$ cat config.mk
export PLATFORM = sky130hd
export DESIGN_NAME = timer2_updown_clockout
export DESIGN_NICKNAME = d
export VERILOG_FILES = /design/src/hdl/timer2_osc_div.v /design/src/hdl/timer2_updown_clockout.v
export VERILOG_INCLUDE_DIRS = /design/src /design/src/hdl
export SDC_FILE = /design/constraint.sdc
export NUM_CORES = 1
export LEC_CHECK = 0
export BUFFER_PORTS_ARGS = -buffer_cell sky130_fd_sc_hd__buf_2
export CORE_MARGIN = 1
export CORE_UTILIZATION = 60
export DETAILED_ROUTE_END_ITERATION = 12
export GPL_TIMING_DRIVEN = 1
export PLACE_DENSITY_LB_ADDON = 0.12
export REMOVE_ABC_BUFFERS = 1
export SYNTH_ARGS = -nofsm -noshare
export SYNTH_HDL_FRONTEND = slang
export SYNTH_SLANG_ARGS = --single-unit
$ cat constraint.sdc
create_clock -name ref_clk -period 3.3 [get_ports ref_clk]
set_input_delay 0.165 -clock ref_clk [delete_from_list [all_inputs] [get_ports ref_clk]]
set_output_delay 0.165 -clock ref_clk [all_outputs]
set_load 0.03 [all_outputs]
$ cat src/hdl/timer2_regs.vh
// register offsets, field positions, reset values and timing counts for the timer block
// assumes a plain byte-wide register port with one-cycle strobes
`ifndef TIMER2_REGS_VH
`define TIMER2_REGS_VH
`define TMR_ADDR_CTRL 3'h0
`define TMR_ADDR_MODE 3'h1
`define TMR_ADDR_CNTL 3'h2
`define TMR_ADDR_CNTH 3'h3
`define TMR_ADDR_RLDL 3'h4
`define TMR_ADDR_RLDH 3'h5
`define TMR_ADDR_CLK 3'h6
// control register fields
`define TMR_CTRL_CRSEL 0
`define TMR_CTRL_CTSEL 1
`define TMR_CTRL_RUN 2
`define TMR_CTRL_TXCLK 4
`define TMR_CTRL_RXCLK 5
`define TMR_CTRL_EXTFLAG 6
`define TMR_CTRL_OVF 7
// mode register fields
`define TMR_MODE_DOWN 0
`define TMR_MODE_OE 1
// clock register field
`define TMR_CLK_DBL 0
`define TMR_CTRL_RESET 8'h00
`define TMR_MODE_RESET 8'h00
`define TMR_CNT_RESET 16'h0000
`define TMR_MAX_COUNT 16'hFFFF
// machine cycle in oscillator clocks, and clock-out prescale
`define TMR_TIMER_DIV 4'hC
`define TMR_CLKOUT_DIV 4'h2
`endif

$ cat src/hdl/timer2_osc_div.v
// oscillator prescaler: makes one-cycle ticks at osc/12 and osc/2
// assumes ref_clk is the crystal input; double-speed bit selects divide by one or two
`timescale 1ns/10ps
`include "timer2_regs.vh"
module timer2_osc_div (
  input wire ref_clk,
  input wire rst_n,
  input wire doubleSpeed,
  output reg timerTick,
  output reg clkoutTick
);
  reg halfPhase;
  reg [3:0] cnt12;
  reg cnt2;
  wire oscTick;
  // standard mode uses every other crystal edge as the oscillator
  assign oscTick = doubleSpeed | halfPhase;
  // oscillator phase and the two prescale counters
  always @(posedge ref_clk or negedge rst_n) begin
    if (!rst_n) begin
      halfPhase <= 1'b0;
      cnt12 <= 4'h0;
      cnt2 <= 1'b0;
      timerTick <= 1'b0;
      clkoutTick <= 1'b0;
    end else begin
      halfPhase <= ~halfPhase;
      timerTick <= 1'b0;
      clkoutTick <= 1'b0;
      if (oscTick) begin
        cnt2 <= ~cnt2;
        clkoutTick <= cnt2;
        if (cnt12 == `TMR_TIMER_DIV - 4'h1) begin
          cnt12 <= 4'h0;
          timerTick <= 1'b1;
        end else begin
          cnt12 <= cnt12 + 4'h1;
        end
      end
    end
  end
endmodule // timer2_osc_div

$ cat src/hdl/timer2_updown_clockout.v
// timer 2: 16-bit up/down auto-reload timer/counter with programmable clock output
// assumes pins arrive asynchronous to ref_clk; registers reached over a plain byte port
//
// Behaviour
// sixteen-bit count of low and high byte, low carrying into high
// select bit picks osc/12 ticks or external pin edges as count source
// count advances only while run control set, otherwise holds
// capture, auto-reload and baud modes chosen by rx, tx and capture/reload bits
// down-count enable clear gives plain up-counting auto-reload
// counting up, overflow past FFFFh sets flag, interrupts, reloads the pair
// counting down, count equal to reload sets flag and loads FFFFh
// up/down mode toggles external flag each wrap, no interrupt from it
// clock-out mode counts at osc/2, reloading at each overflow
// clock-out mode raises no interrupt on overflow
// clock-out pin carries 50% clock at osc/(4*(65536-reload))
// software sets output enable, clears select bit, writes reload value
// oscillator is crystal/2 normally, crystal undivided with double speed
// clock-out pin inverts on each overflow
`timescale 1ns/10ps
`include "timer2_regs.vh"
module timer2_updown_clockout (
  input wire ref_clk,
  input wire rst_n,
  input wire [2:0] regAddr,
  input wire [7:0] regWdata,
  input wire regWrite,
  input wire regRead,
  output reg [7:0] regRdata,
  input wire countPinIn,
  output reg countPinOut,
  output reg countPinOe,
  input wire directionPin,
  output reg irqReq
);
  reg [7:0] timerControlReg;
  reg [7:0] timerModeReg;
  reg [7:0] countLowByte;
  reg [7:0] countHighByte;
  reg [7:0] reloadLowByte;
  reg [7:0] reloadHighByte;
  reg doubleSpeedBit;
  reg pinSync1, pinSync2, pinPrev;
  reg dirSync1, dirSync2;
  reg [15:0] next_count;
  reg next_ovf;
  reg next_ext;
  reg next_wrap;
  wire timerTick;
  wire clkoutTick;
  wire [15:0] count;
  wire [15:0] reload;
  wire run, ctSel, crSel, baudMode, downEn, clkOe, clkoutMode, stepTick, pinFall;

  // byte-addressed read decode, used by read path
  function [7:0] rd_mux;
    input [2:0] a;
    begin
      case (a)
        `TMR_ADDR_CTRL: rd_mux = timerControlReg;
        `TMR_ADDR_MODE: rd_mux = {6'h00, timerModeReg[1:0]};
        `TMR_ADDR_CNTL: rd_mux = countLowByte;
        `TMR_ADDR_CNTH: rd_mux = countHighByte;
        `TMR_ADDR_RLDL: rd_mux = reloadLowByte;
        `TMR_ADDR_RLDH: rd_mux = reloadHighByte;
        `TMR_ADDR_CLK: rd_mux = {7'h00, doubleSpeedBit};
        default: rd_mux = 8'h00;
      endcase
    end
  endfunction

  timer2_osc_div timer2_osc_div_i (
    .ref_clk(ref_clk),
    .rst_n(rst_n),
    .doubleSpeed(doubleSpeedBit),
    .timerTick(timerTick),
    .clkoutTick(clkoutTick)
  );

  assign count = {countHighByte, countLowByte};
  assign reload = {reloadHighByte, reloadLowByte};
  assign run = timerControlReg[`TMR_CTRL_RUN];
  assign ctSel = timerControlReg[`TMR_CTRL_CTSEL];
  assign crSel = timerControlReg[`TMR_CTRL_CRSEL];
  // either serial clock select takes baud mode, which overrides capture/reload
  assign baudMode = timerControlReg[`TMR_CTRL_RXCLK] | timerControlReg[`TMR_CTRL_TXCLK];
  assign downEn = timerModeReg[`TMR_MODE_DOWN];
  assign clkOe = timerModeReg[`TMR_MODE_OE];
  // clock-out needs output enable and timer operation
  assign clkoutMode = clkOe & ~ctSel;
  assign pinFall = pinPrev & ~pinSync2;
  // count source: clock-out prescale, osc/12, or falling edge on the count pin
  assign stepTick = run & (clkoutMode ? clkoutTick : (ctSel ? pinFall : timerTick));

  // two-flop synchronisers for pins, then edge history
  always @(posedge ref_clk or negedge rst_n) begin
    if (!rst_n) begin
      pinSync1 <= 1'b0;
      pinSync2 <= 1'b0;
      pinPrev <= 1'b0;
      dirSync1 <= 1'b0;
      dirSync2 <= 1'b0;
    end else begin
      pinSync1 <= countPinIn;
      pinSync2 <= pinSync1;
      pinPrev <= pinSync2;
      dirSync1 <= directionPin;
      dirSync2 <= dirSync1;
    end
  end

  // next count, overflow, toggle and wrap flags
  always @* begin
    next_count = count;
    next_ovf = 1'b0;
    next_ext = 1'b0;
    next_wrap = 1'b0;
    if (stepTick) begin
      if (!baudMode && downEn && !dirSync2 && !clkoutMode) begin
        // down count: underflow when count hits the reload value
        if (count == reload) begin
          next_count = `TMR_MAX_COUNT;
          next_ovf = 1'b1;
          next_ext = 1'b1;
        end else begin
          next_count = count - 16'h0001;
        end
      end else if (count == `TMR_MAX_COUNT) begin
        next_wrap = 1'b1;
        // capture mode free-runs to zero; other modes reload
        next_count = (crSel && !baudMode && !clkoutMode) ? 16'h0000 : reload;
        next_ovf = ~clkoutMode & ~baudMode;
        next_ext = downEn & ~crSel & ~baudMode & ~clkoutMode;
      end else begin
        next_count = count + 16'h0001;
      end
    end
  end

  // registers: hardware set of flags wins over a software write in the same cycle
  always @(posedge ref_clk or negedge rst_n) begin
    if (!rst_n) begin
      timerControlReg <= `TMR_CTRL_RESET;
      timerModeReg <= `TMR_MODE_RESET;
      countLowByte <= 8'h00;
      countHighByte <= 8'h00;
      reloadLowByte <= 8'h00;
      reloadHighByte <= 8'h00;
      doubleSpeedBit <= 1'b0;
    end else begin
      countLowByte <= next_count[7:0];
      countHighByte <= next_count[15:8];
      if (regWrite) begin
        case (regAddr)
          `TMR_ADDR_CTRL: timerControlReg <= regWdata;
          `TMR_ADDR_MODE: timerModeReg <= {6'h00, regWdata[1:0]};
          `TMR_ADDR_CNTL: countLowByte <= regWdata;
          `TMR_ADDR_CNTH: countHighByte <= regWdata;
          `TMR_ADDR_RLDL: reloadLowByte <= regWdata;
          `TMR_ADDR_RLDH: reloadHighByte <= regWdata;
          `TMR_ADDR_CLK: doubleSpeedBit <= regWdata[`TMR_CLK_DBL];
          default: ;
        endcase
      end
      if (next_ovf) begin
        timerControlReg[`TMR_CTRL_OVF] <= 1'b1;
      end
      if (next_ext) begin
        // toggle against the value software just wrote, if any
        timerControlReg[`TMR_CTRL_EXTFLAG] <= ~((regWrite && regAddr == `TMR_ADDR_CTRL) ?
          regWdata[`TMR_CTRL_EXTFLAG] : timerControlReg[`TMR_CTRL_EXTFLAG]);
      end
    end
  end

  // outputs: read data one cycle after strobe, pin and interrupt from flops
  always @(posedge ref_clk or negedge rst_n) begin
    if (!rst_n) begin
      regRdata <= 8'h00;
      countPinOut <= 1'b0;
      countPinOe <= 1'b0;
      irqReq <= 1'b0;
    end else begin
      regRdata <= regRead ? rd_mux(regAddr) : 8'h00;
      countPinOe <= clkoutMode;
      if (!clkoutMode) begin
        countPinOut <= 1'b0;
      end else if (next_wrap) begin
        countPinOut <= ~countPinOut;
      end
      // only the overflow flag asks for service; the toggle flag never does
      irqReq <= timerControlReg[`TMR_CTRL_OVF] | next_ovf;
    end
  end
endmodule // timer2_updown_clockout

# Word-level counts from Yosys, hierarchy flattened
# Cells that the tools add are included.
# Widths: inputs -> output; s select.
# totals
regBits,67
input_bits,17
out_inout_bits,11
wordCells,110
# classes
add_sub_neg,3
eq_ne,10
mux,34
n_bitwise,19
n_reduce_logical,21
# ops
op,n
$mux 16,5
$mux 8,7
$pmux 8 s7,1
$mux 1,20
$add 16x1->16 const B,1
$eq 16x16->1,1
$eq 16x16->1 const B,1
$sub 16x1->16 const B,1
$reduce_and 2->1,7
$eq 3x3->1 const B,3
$not 1->1,9
$reduce_bool 2->1,4
$and 1x1->1,7
$eq 3x2->1 const B,2
$logic_and 1x1->1,6
$add 4x1->4 const B,1
$eq 4x4->1 const B,1
$mux 4,1
$eq 3x1->1 const B,1
$logic_not 1->1,3
$logic_not 3->1,1
$or 1x1->1,3
$ne 2x2->1 const B,1

# Longest topological paths before layout
# depth
ltp_word,10
ltp_mapped,8
ltp_nobuf,7

# Hierarchy
# A second synthesis with hierarchy kept.
# hier_totals
cells_unflattened,434
hier_area_um2,4142.7
# by_module_without_submodules
mod,instances,cells_each,area_each_um2,seq_area_each_um2
timer2_updown_clockout,1,406,3813.7,1476.4
timer2_osc_div,1,28,329.1,200.2

# Worst setup path before layout
# OpenSTA, ideal clock, no wires.
# synth_timing
path_type,reg-to-reg
start,register countLowByte[1]
end,register countHighByte[6]
setup_ns,0.131
t_arrival_ns,1.764
required_time_ns,3.169
path_slack_ns,1.405
stages_incl_launch_ff,9
n_path_buf,1
synth_period_minus_slack_ns,1.895
path_cell_list,dfrtp_1 clkbuf_1 inv_1 ha_1 nor2b_1 nand4b_2 o31a_1 nor4_1 o31ai_1
# synth_via
elab_chain_cells,6
elab_cells_between_ends,10
# synth_lines
item,line,source
"start, declared",timer2_updown_clockout.v:37,reg [7:0] countLowByte;
"start signal, assigned",timer2_updown_clockout.v:150,countLowByte <= next_count[7:0];
"start signal, assigned",timer2_updown_clockout.v:156,`TMR_ADDR_CNTL: countLowByte <= regWdata;
$add 16x1->16 (tied with other cells),timer2_updown_clockout.v:134,next_count = count + 16'h0001;
$mux 16 (on tied branches),"timer2_updown_clockout.v:127, timer2_updown_clockout.v:120",
$mux 16 (*),timer2_updown_clockout.v:118,if (!baudMode && downEn && !dirSync2 && !clkoutMode) begin
$mux 16 (*),timer2_updown_clockout.v:117,if (stepTick) begin
$mux 8,timer2_updown_clockout.v:153,case (regAddr)
$mux 8 (*),timer2_updown_clockout.v:152,if (regWrite) begin
"end signal, assigned",timer2_updown_clockout.v:151,countHighByte <= next_count[15:8];
"end signal, assigned",timer2_updown_clockout.v:157,`TMR_ADDR_CNTH: countHighByte <= regWdata;
"end, declared",timer2_updown_clockout.v:38,reg [7:0] countHighByte;
# Every way passes the cells marked *; elsewhere a longest branch is shown, timed or not.
# A chain may end at the register's enable or synchronous reset.

# Final worst setup path
# layout_timing
start,register countLowByte[3]
end,register countHighByte[7]
# Same word-level chain as after synthesis.

==> flow_metrics.py <==
metrics = {
    "synth": {
        "synth-seq-cells": 67,
        "synth_area_sq_mm": 0.00433,
        "synth-edff-count": 0,
        "synth_top_area_cell": "dfrtp_1",
        "synthFlopType": "dfrtp_1",
        "synth_seq_area_share_pct": 38.8,
        "synthTopCellsByArea": "dfrtp_1 39%, mux2_2 9.1%, xnor2_1 5.1%, nor2_1 2.7%, o31ai_1 2.4%",
        "yosysUniqueCellTypes": 56,
        "ys_top_cells_by_count": "67 x dfrtp_1, 35 x mux2_2, 31 x nor2_1, 25 x nand2_1, 25 x xnor2_1",
        "yosysMostFrequentCell": "dfrtp_1",
        "syn_area_per_cell_sq_um": 9.76,
        "synth_warnings": 0,
        "yosysTopAreaCellShare_pct": 38.8,
        "async_flop_share_pct": 100,
        "syn_inst": 443,
    },
    "floorplanning": {
        "die-area_sq_mm": 0.00755,
        "rows": 30,
        "io_pins": 28,
        "die_w_um": 86.9,
        "start_util_pct": 63.0,
        "fp.dieH_um": 86.9,
        "core_sq_mm": 0.00687,
    },
    "critical_path": {
        "reg2reg_depth": 6,
        "crit_end": "countHighByte[7]",
        "critPathLaunchType": "register",
        "critical_path_class": "register to register",
        "end_kind": "register",
        "reg2reg_to": "countHighByte[7]",
        "path_max_fanout": 15,
        "rrSetupSlack_ns": 0.83,
        "worstPathRequired_ns": 3.56,
        "r2r_start": "countLowByte[3]",
        "cp_data_arrival_time_ns": 2.73,
        "cp-startpoint": "countLowByte[3]",
    },
    "timing": {
        "setup_viol": 0,
        "slew_headroom_pct": 40.0,
        "skew_ns": 0.00974,
        "fin_hold_ws_ns": 0.177,
        "fmax_ghz": 0.405,
        "finalHoldViolCount": 0,
        "rsz0062_at_grt": "no",
        "worstMarginPinSlew_ns": 0.896,
        "fin_setup_tns_ns": 0,
        "slew_viol_final": 0,
        "period_minus_slack_ns": 2.47,
        "post-route-period-util_pct": 74.8,
    },
    "cells_and_area": {
        "areaGrowthSynthToFinish_pct": 7.84,
        "drive_gt1_share_pct": 21.4,
        "final_nets": 478,
        "diodes": 0,
    },
    "pwr": {
        "clock_power_share_pct": 20.3,
        "internal_power_mw": 1.97,
        "power.density_mw_per_mm2": 721,
        "vdd_drop_max_mv": 0.378,
        "fin_total_pwr_mw": 3.36,
        "p_comb_share_pct": 35.7,
        "p_sw_share_pct": 41.5,
        "leakagePower_nw": 1.91,
        "p_seq_share_pct": 44.0,
        "p_switching_mw": 1.40,
    },
    "detailed_routing": {
        "ant_nets": 0,
        "via_per_inst": 6.72,
        "wl_per_cell_um": 22.0,
        "first_pass_iters": 5,
        "vias": 3754,
        "wl_mm": 12.3,
        "drtIter0Drc": 339,
        "drcViolationCount": 0,
    },
    "worst_hold_path": {
        "worstHoldPathType": "input port to register",
    },
    "run_status": {
        "outcome": "finished clean",
    },
    "global_routing": {
        "track_usage_pct": 35.4,
        "grt_pass1_wl_mm": 19.4,
        "antenna_found_initial": 0,
        "grt_pass1_vias": 3465,
        "grt_start_max_net_pins": 50,
        "grt-ovfl-total": 0,
    },
    "cts": {
        "clock-sinks": 67,
        "clockRootBuffer": "clkbuf_8",
        "clk_latency_ns": 0.35,
        "path_clk_slew_ns": 0.07,
        "clockBufferDepth": 2,
        "cts_tree": "done",
        "ctsHtreeMaxLevel": 3,
        "postCtsSetupBuffers": 0,
        "holdBufCountCts": 3,
        "post_cts_resized": 0,
        "numCtsBuffers": 9,
    },
    "placed_design": {
        "dp_hpwl_mm": 8.63,
        "gp_congestion": 0.983,
        "numPortBuffers": 27,
    },
    "run": {
        "cap_violations": 0,
    },
}
power groups by stage:
stage	Clock [mW]	Combinational [mW]	Sequential [mW]
after floorplan	0	0.866	1.38
after global placement	0	1.15	1.47
after detailed placement	0	1.17	1.47
after CTS	0.692	1.18	1.46
after global routing	0.723	1.32	1.51
final	0.682	1.20	1.48
cells in the final DEF, fill, tap and decap left out, types with 8 or more instances in the layout:
master / count
dfrtp_1: 67
mux2_2: 35
nor2_1: 31
buf_2: 27
nand2_1: 25
xnor2_1: 25
nand3_1: 17
nor3_1: 17
o31ai_1: 14
a211oi_1: 12
o21ai_0: 12
a21oi_1: 12
xor2_1: 11
a2bb2oi_1: 10
nand4_1: 9
a221oi_1: 9
clkbuf_8: 9
buf_4: 9
nor4_1: 8
layer usage:
| metal | GRT usage [%] | vias to the layer above | share of wire, % |
|---|---|---|---|
| met3 | 8.25 | 40 | 9.4 |
| met4 | 16.1 | 0 | 3.2 |
| met1 | 48.2 | 1828 | 42 |
| met5 | 0 | - | 0 |
| li1 | - | 1679 | - |
| met2 | 53.8 | 207 | 45 |
stage by stage:
step	cells	cell area, sq um	setup WS (ns)	util, %
3_3_place_gp	540	4440	0.938	64.6
4_1_cts	559	4660	0.858	67.9
5_1_grt	559	4660	0.631	67.9
6_report	559	4660	0.832	67.9
2_1_floorplan	408	4120	0.754	-
3_5_place_dp	540	4440	0.882	64.6
kinds of logic (layout without fill, tap and decap cells):
logic type	Yosys count	count (layout)	synth area share, %
adders and majority gates	3	3	0.868
xor gates and xnor gates	36	36	7.29
buffers and inverters	43	63	5.50
AOI/OAI and AO/OA	101	101	16.5
muxes	38	38	9.81
and+or+nand+nor	155	155	21.2
DFF	67	67	38.8
layout make-up:
cell class	instances	area, sq um
timing repair buffer	39	233
fill	588	2200
multi-input combinational	333	2410
clock inverter	6	66.3
tap	96	120
clock buffer	10	128
sequential	67	1680
inverter	8	30.0
registers in the layout, summed over array words and instances, names as in the netlist, 2 cells and up:
name,flops
timer2_osc_div_i.cnt12,4
regRdata,8
reloadHighByte,8
timerModeReg,2
reloadLowByte,8
countLowByte,8
timerControlReg,8
countHighByte,8
worst max-delay path, cell delays in order (launching register included):
cell and delay [ns]:
dfrtp_1 0.72, nand4_2 0.27, nor4_1 0.32, buf_4 0.22, and2_1 0.42, a221oi_1 0.18, o31ai_1 0.24
worst min path at each step:
stage / startpoint / slack [ns] / depth (start not counted) / endpoint
CTS: regWdata[2] / 0.16 / 3 / countLowByte[2]
global placement: rst_n / 0.14 / 1 / countLowByte[7]
finish: regWdata[3] / 0.18 / 3 / countLowByte[3]
global route: regWdata[1] / 0.19 / 2 / timerControlReg[1]
detailed placement: rst_n / 0.15 / 1 / countLowByte[7]
floorplan: rst_n / -0.13 / 0 / countHighByte[0]
No activity file was read; power rests on OpenSTA's default activity.
